`src/core/dbcds_consts.vh`:
```
// Constants for the dual bank clock divider select block
`ifndef DBCDS_CONSTS_VH
`define DBCDS_CONSTS_VH

// Register bus address width and byte offsets
`define DBCDS_AW 4
`define DBCDS_CTRL_OFS 4'h0
`define DBCDS_STAT_OFS 4'h4
`define DBCDS_PER_OFS 4'h8

// AXI response codes
`define DBCDS_RESP_OKAY 2'h0
`define DBCDS_RESP_SLVERR 2'h2

// Pin vector positions, also the control and status field layout
`define DBCDS_NPIN 12
`define DBCDS_NSET 10
`define DBCDS_B_ASEL_LO 0
`define DBCDS_B_ASEL_HI 1
`define DBCDS_B_BSEL_LO 2
`define DBCDS_B_BSEL_HI 3
`define DBCDS_B_FB 4
`define DBCDS_B_PLL 5
`define DBCDS_B_SRC 6
`define DBCDS_B_MR 7
`define DBCDS_B_OEA 8
`define DBCDS_B_OEB 9
`define DBCDS_B_REF 10
`define DBCDS_B_XTAL 11
`define DBCDS_B_OVR 10
`define DBCDS_B_LOCK 11

// Undriven pin levels, the pull of each pad
`define DBCDS_PIN_RST 12'h36F
`define DBCDS_CTRL_RST 11'h36F

// Bank A output ratios per select code
`define DBCDS_A_DIV_00 4'h1
`define DBCDS_A_DIV_01 4'h2
`define DBCDS_A_DIV_10 4'h3
`define DBCDS_A_DIV_11 4'h4

// Bank B output ratios per select code
`define DBCDS_B_DIV_00 4'h2
`define DBCDS_B_DIV_01 4'h4
`define DBCDS_B_DIV_10 4'h5
`define DBCDS_B_DIV_11 4'h8

// Feedback ratios and divider reset ratio
`define DBCDS_FB_LO 6'h19
`define DBCDS_FB_HI 6'h20
`define DBCDS_RATIO_RST 4'h1

// Reference period counter
`define DBCDS_PER_W 16
`define DBCDS_PER_MAX 16'hFFFF

`endif

```
`src/core/dbcds_top.v`:
```
// Clock source select, feedback model and two output banks
// Operation
// - Bank A select: ratios one, two, three, four
// - Bank B select: ratios two, four, five, eight
// - Feedback ratio 25 low, 32 high; default low
// - Bank divider selects default high when undriven
// - PLL select low bypasses to reference directly
// - Source select chooses crystal, default high crystal
// - Master reset high: outputs low, complements high
// - Master reset low runs; defaults low
// - Bank A enable low forces pair inactive
// - Bank B enable low forces both pairs inactive
// - Both output enables default high when undriven
// - One pair bank A, two from B divider
// - Banks have independent divider selects
// - Output equals reference times feedback over divider
// - Reference input defaults low, may float
//
// Implementation choices: the AXI4-Lite slave port and the address map.
module dbcds_top (
    input wire aclk, // System clock, 20 MHz
    input wire aresetn, // Synchronous reset, active low
    input wire [3:0] s_axi_awaddr, // Write address
    input wire s_axi_awvalid, // Write address valid
    output wire s_axi_awready, // Write address ready
    input wire [31:0] s_axi_wdata, // Write data
    input wire [3:0] s_axi_wstrb, // Write byte strobes
    input wire s_axi_wvalid, // Write data valid
    output wire s_axi_wready, // Write data ready
    output reg [1:0] s_axi_bresp, // Write response
    output reg s_axi_bvalid, // Write response valid
    input wire s_axi_bready, // Write response ready
    input wire [3:0] s_axi_araddr, // Read address
    input wire s_axi_arvalid, // Read address valid
    output wire s_axi_arready, // Read address ready
    output reg [31:0] s_axi_rdata, // Read data
    output reg [1:0] s_axi_rresp, // Read response
    output reg s_axi_rvalid, // Read data valid
    input wire s_axi_rready, // Read data ready
    input wire bank_a_ratio_sel_lo, // Bank A select, low bit
    input wire bank_a_ratio_sel_hi, // Bank A select, high bit
    input wire bank_b_ratio_sel_lo, // Bank B select, low bit
    input wire bank_b_ratio_sel_hi, // Bank B select, high bit
    input wire feedback_ratio_select, // Feedback ratio select
    input wire pll_use_select, // High uses the PLL, low bypasses
    input wire source_select, // High crystal, low reference input
    input wire master_divider_reset, // Divider reset, active high
    input wire bank_a_output_enable, // Bank A enable, active high
    input wire bank_b_output_enable, // Bank B enable, active high
    input wire reference_input, // Single ended reference clock
    input wire crystal_input, // Crystal oscillator input
    output reg crystal_output, // Crystal oscillator drive
    output wire bank_a_true_out, // Bank A true output
    output wire bank_a_comp_out, // Bank A complementary output
    output wire bank_b_true_out0, // Bank B pair 0 true
    output wire bank_b_comp_out0, // Bank B pair 0 complement
    output wire bank_b_true_out1, // Bank B pair 1 true
    output wire bank_b_comp_out1 // Bank B pair 1 complement
);

`include "dbcds_consts.vh"

// All pins in one vector, in control field order
wire [`DBCDS_NPIN-1:0] pin_raw = {crystal_input, reference_input,
    bank_b_output_enable, bank_a_output_enable, master_divider_reset,
    source_select, pll_use_select, feedback_ratio_select,
    bank_b_ratio_sel_hi, bank_b_ratio_sel_lo,
    bank_a_ratio_sel_hi, bank_a_ratio_sel_lo};
wire [`DBCDS_NPIN-1:0] pin_rst = `DBCDS_PIN_RST; // Pull levels
wire [`DBCDS_NPIN-1:0] pin_sync; // Synchronised pin levels

// Two flop synchroniser per pin; each starts at its pad pull level,
// so a pin nobody drives reads as its documented default
genvar gi;
generate
    for (gi = 0; gi < `DBCDS_NPIN; gi = gi + 1)
    begin : g_sync
        reg s1_ff; // First stage, read only by second stage
        reg s2_ff; // Second stage, safe to use
        always @(posedge aclk)
        begin
            if (!aresetn)
            begin
                s1_ff <= pin_rst[gi];
                s2_ff <= pin_rst[gi];
            end
            else
            begin
                s1_ff <= pin_raw[gi];
                s2_ff <= s1_ff;
            end
        end
        assign pin_sync[gi] = s2_ff;
    end
endgenerate

// Software control: settings image plus override bit
reg [10:0] ctrl_ff;
// Effective settings: pins unless software overrides them
wire ovr = ctrl_ff[`DBCDS_B_OVR];
wire [`DBCDS_NSET-1:0] eff = ovr ? ctrl_ff[`DBCDS_NSET-1:0]
                                 : pin_sync[`DBCDS_NSET-1:0];

// Bank A ratio decode
function [3:0] a_ratio;
    input [1:0] sel;
    begin
        case (sel)
            2'b00: a_ratio = `DBCDS_A_DIV_00;
            2'b01: a_ratio = `DBCDS_A_DIV_01;
            2'b10: a_ratio = `DBCDS_A_DIV_10;
            default: a_ratio = `DBCDS_A_DIV_11;
        endcase
    end
endfunction

// Bank B ratio decode
function [3:0] b_ratio;
    input [1:0] sel;
    begin
        case (sel)
            2'b00: b_ratio = `DBCDS_B_DIV_00;
            2'b01: b_ratio = `DBCDS_B_DIV_01;
            2'b10: b_ratio = `DBCDS_B_DIV_10;
            default: b_ratio = `DBCDS_B_DIV_11;
        endcase
    end
endfunction

// Each bank has its own select pair
wire [3:0] ratio_a = a_ratio({eff[`DBCDS_B_ASEL_HI],
                              eff[`DBCDS_B_ASEL_LO]});
wire [3:0] ratio_b = b_ratio({eff[`DBCDS_B_BSEL_HI],
                              eff[`DBCDS_B_BSEL_LO]});

// Selected reference level and its edges
wire src_xtal = eff[`DBCDS_B_SRC];
wire ref_lvl = src_xtal ? pin_sync[`DBCDS_B_XTAL]
                        : pin_sync[`DBCDS_B_REF];
reg ref_d_ff; // Previous reference level
wire ref_rise = ref_lvl && !ref_d_ff;
wire ref_fall = !ref_lvl && ref_d_ff;

// Reference delay and crystal drive; drive is parked low when the
// crystal is not the source, to save switching power
always @(posedge aclk)
begin
    if (!aresetn)
    begin
        ref_d_ff <= 1'b0;
        crystal_output <= 1'b0;
    end
    else
    begin
        ref_d_ff <= ref_lvl;
        crystal_output <= src_xtal & ~pin_sync[`DBCDS_B_XTAL];
    end
end

// Reference period measurement in system clock cycles
reg [`DBCDS_PER_W-1:0] per_cnt_ff; // Cycles since last rise
reg [`DBCDS_PER_W-1:0] period_ff; // Last full period
reg seen_ff; // One rise seen
reg lock_ff; // A full period has been measured
wire per_sat = (per_cnt_ff == `DBCDS_PER_MAX);

// Period counter; a stopped reference saturates it and drops lock
always @(posedge aclk)
begin
    if (!aresetn)
    begin
        per_cnt_ff <= {`DBCDS_PER_W{1'b0}};
        period_ff <= {`DBCDS_PER_W{1'b0}};
        seen_ff <= 1'b0;
        lock_ff <= 1'b0;
    end
    else if (ref_rise)
    begin
        per_cnt_ff <= {{(`DBCDS_PER_W-1){1'b0}}, 1'b1};
        period_ff <= per_cnt_ff;
        seen_ff <= 1'b1;
        lock_ff <= seen_ff;
    end
    else if (per_sat)
    begin
        seen_ff <= 1'b0;
        lock_ff <= 1'b0;
    end
    else
    begin
        per_cnt_ff <= per_cnt_ff + {{(`DBCDS_PER_W-1){1'b0}}, 1'b1};
    end
end

// Feedback model: two ticks per source period, ratio periods per
// reference period, spread by an accumulator. At most one tick per
// cycle, so the reference must be slow against the system clock.
wire [5:0] fb_ratio = eff[`DBCDS_B_FB] ? `DBCDS_FB_HI
                                       : `DBCDS_FB_LO;
wire [6:0] fb_step = {fb_ratio, 1'b0};
reg [16:0] acc_ff; // Phase accumulator
wire [16:0] acc_sum = acc_ff + {10'h000, fb_step};
wire [16:0] per_ext = {1'b0, period_ff};
wire pll_tick = lock_ff && (acc_sum >= per_ext);
wire pll_on = eff[`DBCDS_B_PLL];

// Accumulator, cleared while bypassed or unlocked
always @(posedge aclk)
begin
    if (!aresetn)
    begin
        acc_ff <= 17'h0_0000;
    end
    else if (!pll_on || !lock_ff)
    begin
        acc_ff <= 17'h0_0000;
    end
    else if (pll_tick)
    begin
        acc_ff <= acc_sum - per_ext;
    end
    else
    begin
        acc_ff <= acc_sum;
    end
end

// Divider timebase: PLL ticks, or each reference edge when bypassed
wire div_tick = pll_on ? pll_tick : (ref_rise | ref_fall);
wire div_hold = eff[`DBCDS_B_MR];

// Bank A divider
dbcds_bank_div u_bank_a (
    .aclk(aclk),
    .aresetn(aresetn),
    .hold(div_hold),
    .tick(div_tick),
    .ratio(ratio_a),
    .oe(eff[`DBCDS_B_OEA]),
    .out_true_ff(bank_a_true_out),
    .out_comp_ff(bank_a_comp_out)
);

// Bank B divider, shared by both pairs
wire b_true;
wire b_comp;
dbcds_bank_div u_bank_b (
    .aclk(aclk),
    .aresetn(aresetn),
    .hold(div_hold),
    .tick(div_tick),
    .ratio(ratio_b),
    .oe(eff[`DBCDS_B_OEB]),
    .out_true_ff(b_true),
    .out_comp_ff(b_comp)
);
assign bank_b_true_out0 = b_true;
assign bank_b_comp_out0 = b_comp;
assign bank_b_true_out1 = b_true;
assign bank_b_comp_out1 = b_comp;

// Write channel state
reg aw_got_ff; // Address held
reg [3:0] awaddr_ff;
reg w_got_ff; // Data held
reg [31:0] wdata_ff;
reg [3:0] wstrb_ff;
assign s_axi_awready = !aw_got_ff && !s_axi_bvalid;
assign s_axi_wready = !w_got_ff && !s_axi_bvalid;
wire do_write = aw_got_ff && w_got_ff && !s_axi_bvalid;
wire wr_ctrl = (awaddr_ff[3:2] == `DBCDS_CTRL_OFS >> 2);
// Byte lane mask over the 11 control bits
wire [10:0] wmask = {{3{wstrb_ff[1]}}, {8{wstrb_ff[0]}}};

// Write path: address and data taken in either order, one write
// in flight; only the control word is writable
always @(posedge aclk)
begin
    if (!aresetn)
    begin
        aw_got_ff <= 1'b0;
        awaddr_ff <= 4'h0;
        w_got_ff <= 1'b0;
        wdata_ff <= 32'h0000_0000;
        wstrb_ff <= 4'h0;
        s_axi_bvalid <= 1'b0;
        s_axi_bresp <= `DBCDS_RESP_OKAY;
        ctrl_ff <= `DBCDS_CTRL_RST;
    end
    else
    begin
        if (s_axi_awvalid && s_axi_awready)
        begin
            aw_got_ff <= 1'b1;
            awaddr_ff <= s_axi_awaddr;
        end
        if (s_axi_wvalid && s_axi_wready)
        begin
            w_got_ff <= 1'b1;
            wdata_ff <= s_axi_wdata;
            wstrb_ff <= s_axi_wstrb;
        end
        if (do_write)
        begin
            aw_got_ff <= 1'b0;
            w_got_ff <= 1'b0;
            s_axi_bvalid <= 1'b1;
            if (wr_ctrl)
            begin
                ctrl_ff <= (ctrl_ff & ~wmask) | (wdata_ff[10:0] & wmask);
                s_axi_bresp <= `DBCDS_RESP_OKAY;
            end
            else
            begin
                // Read only or unmapped word
                s_axi_bresp <= `DBCDS_RESP_SLVERR;
            end
        end
        else if (s_axi_bvalid && s_axi_bready)
        begin
            s_axi_bvalid <= 1'b0;
        end
    end
end

// Read decode
assign s_axi_arready = !s_axi_rvalid;
wire [31:0] stat_word = {20'h0_0000, lock_ff, ovr, eff};
wire [31:0] per_word = {16'h0000, period_ff};

// Read path: data registered on the address handshake
always @(posedge aclk)
begin
    if (!aresetn)
    begin
        s_axi_rvalid <= 1'b0;
        s_axi_rdata <= 32'h0000_0000;
        s_axi_rresp <= `DBCDS_RESP_OKAY;
    end
    else if (s_axi_arvalid && s_axi_arready)
    begin
        s_axi_rvalid <= 1'b1;
        s_axi_rresp <= `DBCDS_RESP_OKAY;
        case (s_axi_araddr[3:2])
            `DBCDS_CTRL_OFS >> 2: s_axi_rdata <= {21'h00_0000, ctrl_ff};
            `DBCDS_STAT_OFS >> 2: s_axi_rdata <= stat_word;
            `DBCDS_PER_OFS >> 2: s_axi_rdata <= per_word;
            default:
            begin
                s_axi_rdata <= 32'h0000_0000;
                s_axi_rresp <= `DBCDS_RESP_SLVERR;
            end
        endcase
    end
    else if (s_axi_rvalid && s_axi_rready)
    begin
        s_axi_rvalid <= 1'b0;
    end
end

endmodule

```
`src/core/dbcds_bank_div.v`:
```
// One output bank divider with glitch free enable and complement
module dbcds_bank_div (
    input wire aclk, // System clock
    input wire aresetn, // Synchronous reset, active low
    input wire hold, // Master divider reset, active high
    input wire tick, // One pulse per half period of the source clock
    input wire [3:0] ratio, // Requested divide ratio, 1 to 8
    input wire oe, // Bank output enable
    output reg out_true_ff, // True output
    output reg out_comp_ff // Complementary output
);

`include "dbcds_consts.vh"

reg [3:0] cnt_ff; // Source half periods within one output period
reg [3:0] nxt_cnt;
reg [3:0] ratio_ff; // Ratio in use for the current period
reg [3:0] nxt_ratio;
reg gate_ff; // Enable in use for the current period
reg nxt_gate;
reg nxt_true;

// Last half period index of an output period
wire [4:0] last_cnt = {ratio_ff, 1'b0} - 5'h01;
wire at_end = ({1'b0, cnt_ff} == last_cnt);

// Next state; ratio and enable change only at a period boundary or in hold,
// where the output is low, so no runt pulse can appear
always @*
begin
    nxt_cnt = cnt_ff;
    nxt_ratio = ratio_ff;
    nxt_gate = gate_ff;
    if (hold)
    begin
        // Held dividers restart cleanly from the period start
        nxt_cnt = 4'h0;
        nxt_ratio = ratio;
        nxt_gate = oe;
    end
    else if (tick)
    begin
        if (at_end)
        begin
            nxt_cnt = 4'h0;
            nxt_ratio = ratio;
            nxt_gate = oe;
        end
        else
        begin
            nxt_cnt = cnt_ff + 4'h1;
        end
    end
    // High for the first ratio half periods of each period
    nxt_true = !hold && nxt_gate && (nxt_cnt < nxt_ratio);
end

// State and output registers
always @(posedge aclk)
begin
    if (!aresetn)
    begin
        cnt_ff <= 4'h0;
        ratio_ff <= `DBCDS_RATIO_RST;
        gate_ff <= 1'b0;
        out_true_ff <= 1'b0;
        out_comp_ff <= 1'b1;
    end
    else
    begin
        cnt_ff <= nxt_cnt;
        ratio_ff <= nxt_ratio;
        gate_ff <= nxt_gate;
        out_true_ff <= nxt_true;
        out_comp_ff <= ~nxt_true;
    end
end

endmodule

```
`config.mk`:
```
export PLATFORM = sky130hd
export DESIGN_NAME = dbcds_top
export DESIGN_NICKNAME = d
export VERILOG_FILES = /design/src/core/dbcds_top.v /design/src/core/dbcds_bank_div.v
export VERILOG_INCLUDE_DIRS = /design/src /design/src/core
export SDC_FILE = /design/constraint.sdc
export NUM_CORES = 1
export LEC_CHECK = 0
export ABC_AREA = 1
export BUFFER_PORTS_ARGS = -buffer_cell sky130_fd_sc_hd__buf_2
export CORE_MARGIN = 3
export CORE_UTILIZATION = 54
export CTS_CLUSTER_SIZE = 10
export DETAILED_ROUTE_END_ITERATION = 8
export GPL_ROUTABILITY_DRIVEN = 0
export PLACE_DENSITY = 0.73
export SETUP_SLACK_MARGIN = 0.05
export SKIP_CTS_REPAIR_TIMING = 1
export SYNTH_ARGS = -nofsm -noshare
export SYNTH_HDL_FRONTEND = slang
export SYNTH_HIERARCHICAL = 1
export SYNTH_SLANG_ARGS = --single-unit
```
`constraint.sdc`:
```
create_clock -name aclk -period 6.72 [get_ports aclk]
set_clock_uncertainty 0.2 [all_clocks]
set_input_delay 1.344 -clock aclk [delete_from_list [all_inputs] [get_ports aclk]]
set_output_delay 1.344 -clock aclk [all_outputs]
set_load 0.05 [all_outputs]
```
==> out/results.ini, run 1 <==
[setup_path]
cp_data_required_time_ps = 6880
arrival_ps = 5910
critical_path.slowest_cell = dfxtp_1
slowest_delay_ps = 460
cp-end-kind = flip-flop
cpMostUsedCell = nand2_1
worstSetupStartpointType = flip-flop
path_class = flip-flop to flip-flop
crit_path_max_fanout = 19

[routing]
avgViaCountPerCell = 5.10
postRouteAntennaNets = 0
first_iter_violations = 448
wl_per_cell_microns = 13.1
drt_first_pass_iters = 5
drc = 0
wl_microns = 17700
vias = 6875

[floorplanning]
initial_core_util = 0.562
boundaryPins = 111
die_w_microns = 127
rows = 43
dieArea_sq_um = 16200
core_sq_um = 14100
die_h_microns = 127

[yosys]
syn_avg_cell_area_sq_um = 7.24
synthArstFlopShare = 0
syn_area_sq_um = 7930
synth_cell_type_count = 48
yosysWarnings = 6
synth.yosys.seq_area_share = 0.371
synth.ff_latch_count = 147
synth_ff_type = dfxtp_1
synth_edf_count = 0
synthCells = 1095

[global_routing]
antenna_found_initial = 1
grt_pass1_vias = 6374
grt_pass1_wl_microns = 29700
grt_max_degree = 52
gr-usage-all-layers = 0.227
globalRoute.totalOverflow = 0

[timing]
fin_crit_ps = 5750
final-hold-violation-count = 0
period_share = 0.855
holdWs_ps = 214
drv_slew = 0
fmax_ghz = 0.174
tns_ps = 0
setup_viol = 0
slew_headroom = 0.450
rsz0062_at_grt = no
worst_pin_slew_ps = 822

[power]
internal_power_mw = 1.55
switching_share = 0.270
seq_power_share = 0.433
clock_power_share = 0.447
power_density_nw_per_um2 = 240
p_switching_uw = 573
ir_drop_uv = 173
combPwrFrac = 0.120
fin_total_pwr_mw = 2.12
leakagePower_nw = 4.24

[final_layout]
nets = 1256
antenna_cells = 0
drive_above_1_share = 0.165
fillCellCount = 1302
area_delta_synth_final_pct = 11.7

[place]
port-buffer-count = 65
dp_hpwl_microns = 13100

[run_status]
status = finished clean

[clock_network]
path_clk_slew_ps = 60
htree_levels = 4
cts_buffer_depth = 2
clock-sinks = 147
cts_tree = done
clock_latency_ps = 420
root_buffer = clkbuf_16
cts_made_buffers = 17

[job]
drv_cap = 0

[worst_hold_path]
hold_path_class = flip-flop to flip-flop

==> worst max-delay path, delay by kind of cell (launching register included) <==
kind,cells,cell delay [ps]
DFF,1,460
AOI/OAI and AO/OA,5,880
xor gates and xnor gates,1,240
and+or+nand+nor,21,2370
adders and majority gates,3,940
buffers and inverters,7,600
==> per-stage QoR <==
stage          utilization  setup WS (ps)  instance area (sq um)  std cells
2_1_floorplan            -           1330                   8000       1113
3_3_place_gp         0.586           1140                   8260       1315
3_5_place_dp         0.586           1010                   8260       1315
4_1_cts              0.628            972                   8850       1347
5_1_grt              0.628            286                   8850       1347
6_report             0.628            974                   8850       1347
==> cells in the mapped netlist (2+ instances only) <==
master,n,area [sq um]
nand2_1,228,856
inv_1,154,578
dfxtp_1,147,2940
nor2_1,101,379
nand3_1,65,325
a21oi_1,57,285
o21ai_0,53,265
ha_1,38,475
buf_4,21,158
clkbuf_1,20,75.1
nand2_2,20,125
or2_2,18,113
nor3_1,17,85.1
o22ai_1,16,100
nor2_2,15,93.8
xor2_1,15,131
xnor2_1,9,78.8
o211ai_1,8,60.1
a21oi_2,7,61.3
clkinv_1,7,26.3
nand3_2,7,70.1
nand4_1,7,43.8
o21ai_1,7,35.0
o221ai_1,6,52.6
inv_2,5,18.8
nor2_4,5,56.3
a22oi_1,4,30.0
nand2_4,4,45.0
o21bai_1,4,30.0
buf_12,3,60.1
nor3_2,3,30.0
a2111oi_0,2,17.5
a21oi_4,2,32.5
a31oi_1,2,12.5
and2_1,2,12.5
buf_2,2,10.0
mux2i_1,2,20.0
o21ai_2,2,17.5
==> cells in the final DEF, fill, tap and decap left out, drive strengths merged <==
cell     count
a2111oi      2
a211oi       1
a21oi       66
a221oi       1
a22oi        4
a31o         1
a31oi        2
and2         2
buf         70
bufinv       2
clkbuf      20
clkinv      12
conb        19
dfxtp      147
fa           1
ha          38
inv        164
mux2i        2
nand2      253
nand3       73
nand4        7
nor2       121
nor3        20
o211ai       8
o21a         1
o21ai       62
o21bai       4
o221ai       6
o22ai       16
or2         18
xnor2        9
xor2        15
==> routing by layer <==
metal | vias to the layer above | global-route usage | wire length (microns)
met5 | - | 0 | 7
met2 | 178 | 0.364 | 7970
met4 | 2 | 0.0763 | 351
met3 | 28 | 0.0552 | 968
met1 | 3085 | 0.300 | 8380
li1 | 3582 | - | -
==> power by group through the flow <==
stage | logic, mW | clock network, mW | registers (mW)
finish | 0.255 | 0.950 | 0.919
global placement | 0.250 | 0 | 0.937
global route | 0.285 | 1.01 | 0.922
CTS | 0.255 | 0.969 | 0.919
detailed placement | 0.254 | 0 | 0.938
floorplan | 0.188 | 0 | 0.956
==> path summary, 6_finish.rpt <==
check,endpoint,slack [ps],startpoint,cells after the start
setup / recovery,u_bank_b/out_true_ff,970,flip-flop,37
hold reg to reg,g_sync[11].s2_ff,210,g_sync[11].s1_ff,2
setup reg to reg,u_bank_b/out_true_ff,970,flip-flop,37
hold / removal,g_sync[11].s2_ff,210,g_sync[11].s1_ff,2
==> logic make-up after synthesis <==
logic type / share of synthesized area
AO/OA/AOI/OAI: 0.130
XOR/XNOR: 0.0265
adder cells (fa/ha/maj): 0.0625
buffers and inverters: 0.120
flip-flops: 0.371
multiplexers: 0.00252
other: 0.000473
AND/OR/NAND/NOR: 0.287
==> final cells by class <==
type | instances | area, sq um | share of cell area
well taps | 180 | 225 | 0.0254
flip-flops and latches | 147 | 2940 | 0.332
clock inverters | 12 | 143 | 0.0161
repair buffers | 70 | 363 | 0.0410
clock buffers | 20 | 457 | 0.0516
multi-input cells | 752 | 4100 | 0.463
inverters | 166 | 623 | 0.0704
==> registers in the layout (all words and copies together) (netlist names), 2 cells and up, named ones only <==
| register | flops |
|---|---|
| acc_ff | 17 |
| awaddr_ff | 2 |
| g_sync.s1_ff | 12 |
| g_sync.s2_ff | 12 |
| per_cnt_ff | 16 |
| period_ff | 16 |
| s_axi_rdata | 16 |
| u_bank_a/cnt_ff | 4 |
| u_bank_a/ratio_ff | 4 |
| u_bank_b/cnt_ff | 4 |
| u_bank_b/ratio_ff | 4 |
| wdata_ff | 11 |
| wstrb_ff | 2 |
(Power assumes the default switching activity.)
==> inputs of run 2 (changes only) <==
Settings changed: CORE_UTILIZATION 54 to 30, PLACE_DENSITY 0.73 to 0.44.
==> out/results.ini, run 2 (synthesized netlist as in run 1, its figures left out) <==
[run_status]
status = finished clean  ; unchanged

[routing]
vias = 6622  ; was 6,875
wl_per_cell_microns = 13.5  ; was 13.1 microns
avgViaCountPerCell = 4.43  ; was 5.10
drc = 0  ; unchanged
postRouteAntennaNets = 0  ; unchanged
wl_microns = 20200  ; was 17,700 microns
first_iter_violations = 308  ; was 448
drt_first_pass_iters = 5  ; unchanged

[place]
dp_hpwl_microns = 15400  ; was 13,100 microns
port-buffer-count = 65  ; unchanged
place_area_sq_um = 8430  ; was 8260 sq um

[timing]
rsz0062_at_grt = no  ; unchanged
period_share = 0.860  ; was 0.855
setup_viol = 0  ; unchanged
fmax_ghz = 0.173  ; was 0.174 GHz
tns_ps = 0  ; unchanged
final-hold-violation-count = 0  ; unchanged
worst_pin_slew_ps = 1010  ; was 822 ps
drv_slew = 0  ; unchanged
slew_headroom = 0.322  ; was 0.450
fin_crit_ps = 5780  ; was 5750 ps

[final_layout]
area_delta_synth_final_pct = 13.6  ; was 11.7%
largest_reg_flops = 17  ; unchanged
nets = 1254  ; was 1,256
fin_util = 0.353  ; was 0.628
final_common_cell = nand2_1  ; unchanged
final_area_sq_um = 9010  ; was 8850 sq um
drive_above_1_share = 0.165  ; about the same
largest-register = acc_ff  ; unchanged
fillCellCount = 2824  ; was 1,302
layout_common_cells = nand2_1, inv_1, dfxtp_1, nor2_1  ; unchanged
antenna_cells = 0  ; unchanged

[global_routing]
globalRoute.totalOverflow = 0  ; unchanged
antenna_found_initial = 0  ; was 1
gr-usage-all-layers = 0.146  ; was 0.227
grt_max_degree = 51  ; was 52
grt_pass1_wl_microns = 33300  ; was 29,700 microns
grt_pass1_vias = 6444  ; was 6,374

[power]
power_density_nw_per_um2 = 234  ; was 240 nW/um^2
leakagePower_nw = 4.21  ; was 4.24 nW
ir_drop_uv = 166  ; was 173 uV
fin_total_pwr_mw = 2.11  ; was 2.12 mW

[setup_path]
cp-end-kind = flip-flop  ; unchanged
cpMostUsedCell = nand2_1  ; unchanged
critical_path.slowest_cell = a2111oi_0  ; was dfxtp_1
path_class = flip-flop to flip-flop  ; unchanged
cp_data_required_time_ps = 6880  ; about the same
worstSetupStartpointType = flip-flop  ; unchanged
crit_path_max_fanout = 19  ; unchanged
arrival_ps = 5950  ; was 5910 ps
slowest_delay_ps = 400  ; was 460 ps

[floorplanning]
die_w_microns = 169  ; was 127 microns
initial_core_util = 0.310  ; was 0.562
rows = 58  ; was 43
core_sq_um = 25500  ; was 14,100 sq um
die_h_microns = 169  ; was 127 microns
dieArea_sq_um = 28400  ; was 16,200 sq um
boundaryPins = 111  ; unchanged

[clock_network]
cts_buffer_depth = 2  ; unchanged
clock-sinks = 147  ; unchanged
clock_latency_ps = 430  ; was 420 ps
path_clk_slew_ps = 70  ; was 60 ps
cts_made_buffers = 17  ; unchanged
cts_tree = done  ; unchanged
htree_levels = 4  ; unchanged
root_buffer = clkbuf_16  ; unchanged

[job]
drv_cap = 0  ; unchanged

[worst_hold_path]
hold_path_class = flip-flop to flip-flop  ; unchanged

## run 2: area by class of cell
cell class              count  area (sq um)  area share
clock buffers              19           453      0.0503
clock inverters            12           120      0.0133
inverters                 166           623      0.0692
multi-input cells         752          4110       0.456
flip-flops and latches    147          2940       0.327
well taps                 330           413      0.0458
repair buffers             68           348      0.0386
## run 2: final timing paths
path	from	end	slack [ps]	depth (start not counted)
max	flip-flop	u_bank_a/out_true_ff	940	35
min	g_sync[7].s1_ff	g_sync[7].s2_ff	210	2
max reg2reg	flip-flop	u_bank_a/out_true_ff	940	35
min reg2reg	g_sync[7].s1_ff	g_sync[7].s2_ff	210	2
## run 2: through the flow
stage,hold WS [ps],worst slack (ps),cells
after floorplan,190,1330,1113
after global placement,196,281,1463
after detailed placement,201,206,1463
after CTS,213,195,1494
after global routing,235,194,1494
final,206,939,1494
## run 2: critical path, delay by kind of cell, from the launching register on
kind	cells	cell delay, ps
XOR/XNOR	1	220
AND/OR/NAND/NOR	20	2330
adder cells (fa/ha/maj)	3	940
AO/OA/AOI/OAI	5	1170
flip-flops	1	380
buffers and inverters	6	480
## run 2: layer usage
layer / GRT usage / vias up / share of wire
li1: - / 3591 / -
met1: 0.205 / 2929 / 0.53
met2: 0.224 / 92 / 0.43
met3: 0.0311 / 10 / 0.031
met4: 0.0441 / 0 / 0.0095
met5: 0 / - / 0
## run 2: report_power, final
group | leakage (nW) | internal [mW] | switching [mW]
Sequential | 1.20 | 0.902 | 0.0170
Clock | 0.277 | 0.534 | 0.399
Combinational | 2.73 | 0.0735 | 0.186
==> inputs of run 3 (changes only) <==
Settings changed: HOLD_SLACK_MARGIN set to 0.1, SYNTH_HIERARCHICAL 1 to not set.
==> out/results.ini, run 3 <==
[worst_hold_path]
hold_path_class = flip-flop to flip-flop  ; unchanged
hold_start = g_sync[7].s1_ff  ; unchanged

[final_layout]
largest-register = acc_ff  ; unchanged
multi_input_area_sq_um = 3680  ; was 4110 sq um
area_delta_synth_final_pct = 15.7  ; was 13.6%
antenna_cells = 0  ; unchanged
final_area_sq_um = 8490  ; was 9010 sq um
drive_above_1_share = 0.149  ; was 0.165
layout_common_cells = nand2_1, dfxtp_1, inv_1, nor2_1, o21ai_0  ; was nand2_1, inv_1, dfxtp_1, nor2_1
largest_reg_flops = 17  ; unchanged
nets = 1122  ; was 1,254
final_common_cell = nand2_1  ; unchanged
register_area_sq_um = 2940  ; unchanged
fillCellCount = 2558  ; was 2,824

[clock_network]
path_clk_slew_ps = 70  ; about the same
cts_tree = done  ; unchanged
clock_latency_ps = 420  ; was 430 ps
htree_levels = 4  ; unchanged
root_buffer = clkbuf_16  ; unchanged
cts_buffer_depth = 2  ; unchanged
cts_made_buffers = 17  ; unchanged
clock-sinks = 147  ; unchanged

[global_routing]
grt_pass1_wl_microns = 30400  ; was 33,300 microns
gr-usage-all-layers = 0.144  ; was 0.146
globalRoute.totalOverflow = 0  ; unchanged
grt_max_degree = 52  ; was 51
grt_pass1_vias = 5815  ; was 6,444
antenna_found_initial = 1  ; was 0

[timing]
rsz0062_at_grt = no  ; unchanged
slew_headroom = 0.337  ; was 0.322
fin_crit_ps = 6000  ; was 5780 ps
tns_ps = 0  ; unchanged
final-hold-violation-count = 0  ; unchanged
drv_slew = 0  ; unchanged
fmax_ghz = 0.167  ; was 0.173 GHz
worst_pin_slew_ps = 985  ; was 1010 ps
setup_viol = 0  ; unchanged
period_share = 0.892  ; was 0.860

[yosys]
synth.yosys.seq_area_share = 0.401  ; was 0.371
synth_edf_count = 0  ; unchanged
yosysTopAreaCellShare = 0.401  ; was 0.371
synthCells = 963  ; was 1,095
syn_area_sq_um = 7340  ; was 7930 sq um
synthTopCellsByArea = dfxtp_1, nand2_1, inv_1  ; unchanged
yosysMostFrequentCell = nand2_1  ; unchanged
synth.ff_latch_count = 147  ; unchanged
synth_cell_type_count = 49  ; was 48
ys_top_cells_by_count = nand2_1, dfxtp_1, inv_1, nor2_1, o21ai_0  ; was nand2_1, inv_1, dfxtp_1, nor2_1, nand3_1
synthArstFlopShare = 0  ; unchanged
yosysWarnings = 0  ; was 6
synth_ff_type = dfxtp_1  ; unchanged
synth_top_area_cell = dfxtp_1  ; unchanged
syn_avg_cell_area_sq_um = 7.63  ; was 7.24 sq um

[setup_path]
rr_worst_depth = 30  ; was 35
crit_path_max_fanout = 15  ; was 19
cp-end-kind = flip-flop  ; unchanged
slowest_delay_ps = 850  ; was 400 ps
worstSetupStartpointType = flip-flop  ; unchanged
arrival_ps = 6120  ; was 5950 ps
r2r_setup_slack_ps = 720  ; was 940 ps
cpMostUsedCell = nand2_1  ; unchanged
cp_data_required_time_ps = 6840  ; was 6880 ps
r2r_end = u_bank_b.out_comp_ff  ; was u_bank_a/out_true_ff
critical_path.slowest_cell = o21ai_0  ; was a2111oi_0
path_class = flip-flop to flip-flop  ; unchanged
endpoint = u_bank_b.out_comp_ff  ; was u_bank_a/out_true_ff

[power]
switching_share = 0.292  ; was 0.285
ir_drop_uv = 131  ; was 166 uV
internal_power_mw = 1.52  ; was 1.51 mW
leakagePower_nw = 3.80  ; was 4.21 nW
fin_total_pwr_mw = 2.15  ; was 2.11 mW
power_density_nw_per_um2 = 253  ; was 234 nW/um^2
seq_power_share = 0.429  ; was 0.435
clock_power_share = 0.448  ; was 0.442
p_switching_uw = 626  ; was 602 uW
combPwrFrac = 0.122  ; was 0.123

[place]
dp_hpwl_microns = 14000  ; was 15,400 microns
place_area_sq_um = 7900  ; was 8430 sq um
port-buffer-count = 65  ; unchanged

[routing]
postRouteAntennaNets = 0  ; unchanged
first_iter_violations = 248  ; was 308
wl_microns = 18700  ; was 20,200 microns
avgViaCountPerCell = 4.51  ; was 4.43
drc = 0  ; unchanged
drt_first_pass_iters = 5  ; unchanged
vias = 6104  ; was 6,622
wl_per_cell_microns = 13.9  ; was 13.5 microns

[floorplanning]
dieArea_sq_um = 26400  ; was 28,400 sq um
boundaryPins = 111  ; unchanged
rows = 56  ; was 58
die_h_microns = 162  ; was 169 microns
core_sq_um = 23800  ; was 25,500 sq um
die_w_microns = 162  ; was 169 microns
initial_core_util = 0.309  ; was 0.310

[run_status]
status = finished clean  ; unchanged

[job]
drv_cap = 0  ; unchanged

## run 3: cell types whose count changed in the layout (fill, tap and decap cells not counted), sizes merged, moves of 7 or more
cell	delta
o21ai	+11
clkinv	-8
nand2	-87
nor2	-35
xnor2	+9
nor3	+7
nand3	-32
a211oi	+7
inv	-17
nor4	+9
## run 3: logic make-up (layout without fill, tap and decap cells)
| group | after synthesis | after routing | synth area share |
|---|---|---|---|
| buffers and inverters | 185 | 238 | 0.106 |
| other | 1 | 18 | 0.000511 |
| DFF | 147 | 147 | 0.401 |
| xor gates and xnor gates | 37 | 37 | 0.0441 |
| adders and majority gates | 39 | 39 | 0.0675 |
| and+or+nand+nor | 356 | 356 | 0.224 |
| muxes | 3 | 3 | 0.00409 |
| AOI/OAI and AO/OA | 195 | 195 | 0.152 |
## run 3: critical path: cells and delay by family (launching register included)
family                   cells  cell delay [ps]
AND/OR/NAND/NOR             14             1750
AO/OA/AOI/OAI                7             1810
buffers and inverters        4              290
adder cells (fa/ha/maj)      4             1170
XOR/XNOR                     1              220
flip-flops                   1              460
## run 3: worst min path at each step
stage                  endpoint  slack (ps)  cells after the start
4_1_cts         g_sync[0].s2_ff         220                      1
2_1_floorplan  g_sync[10].s2_ff         190                      2
6_report        g_sync[7].s2_ff         210                      2
5_1_grt         g_sync[6].s2_ff         220                      1
3_5_place_dp    g_sync[0].s2_ff         200                      1
3_3_place_gp    g_sync[7].s2_ff         200                      2
## run 3: per-stage QoR
| stage | utilization | hold WS, ps | std cells | setup slack, ps |
|---|---|---|---|---|
| after floorplan | - | 190 | 980 | 1800 |
| after global placement | 0.332 | 195 | 1320 | 853 |
| after detailed placement | 0.332 | 200 | 1320 | 798 |
| after CTS | 0.358 | 216 | 1352 | 766 |
| after global routing | 0.358 | 223 | 1352 | 249 |
| final | 0.358 | 214 | 1352 | 724 |
## run 3: layer usage
metal  global-route usage  part of all wire
met1                0.207              0.52
met2                0.218              0.43
met3               0.0320             0.039
met4               0.0396             0.013
met5                    0           0.00069
## run 3: area by class of cell
class	instances	area share
Multi-Input combinational cell	648	0.434
Sequential cell	147	0.346
Inverter	138	0.0616
Clock buffer	18	0.0517
Tap cell	319	0.0470
Timing Repair Buffer	68	0.0410
Clock inverter	14	0.0186
## run 3: power groups by stage
stage,Sequential (mW),Combinational (mW),Clock (mW)
4_1_cts,0.923,0.264,0.988
6_report,0.922,0.262,0.963
3_3_place_gp,0.943,0.262,0
3_5_place_dp,0.943,0.263,0
5_1_grt,0.926,0.293,1.03
2_1_floorplan,0.960,0.189,0
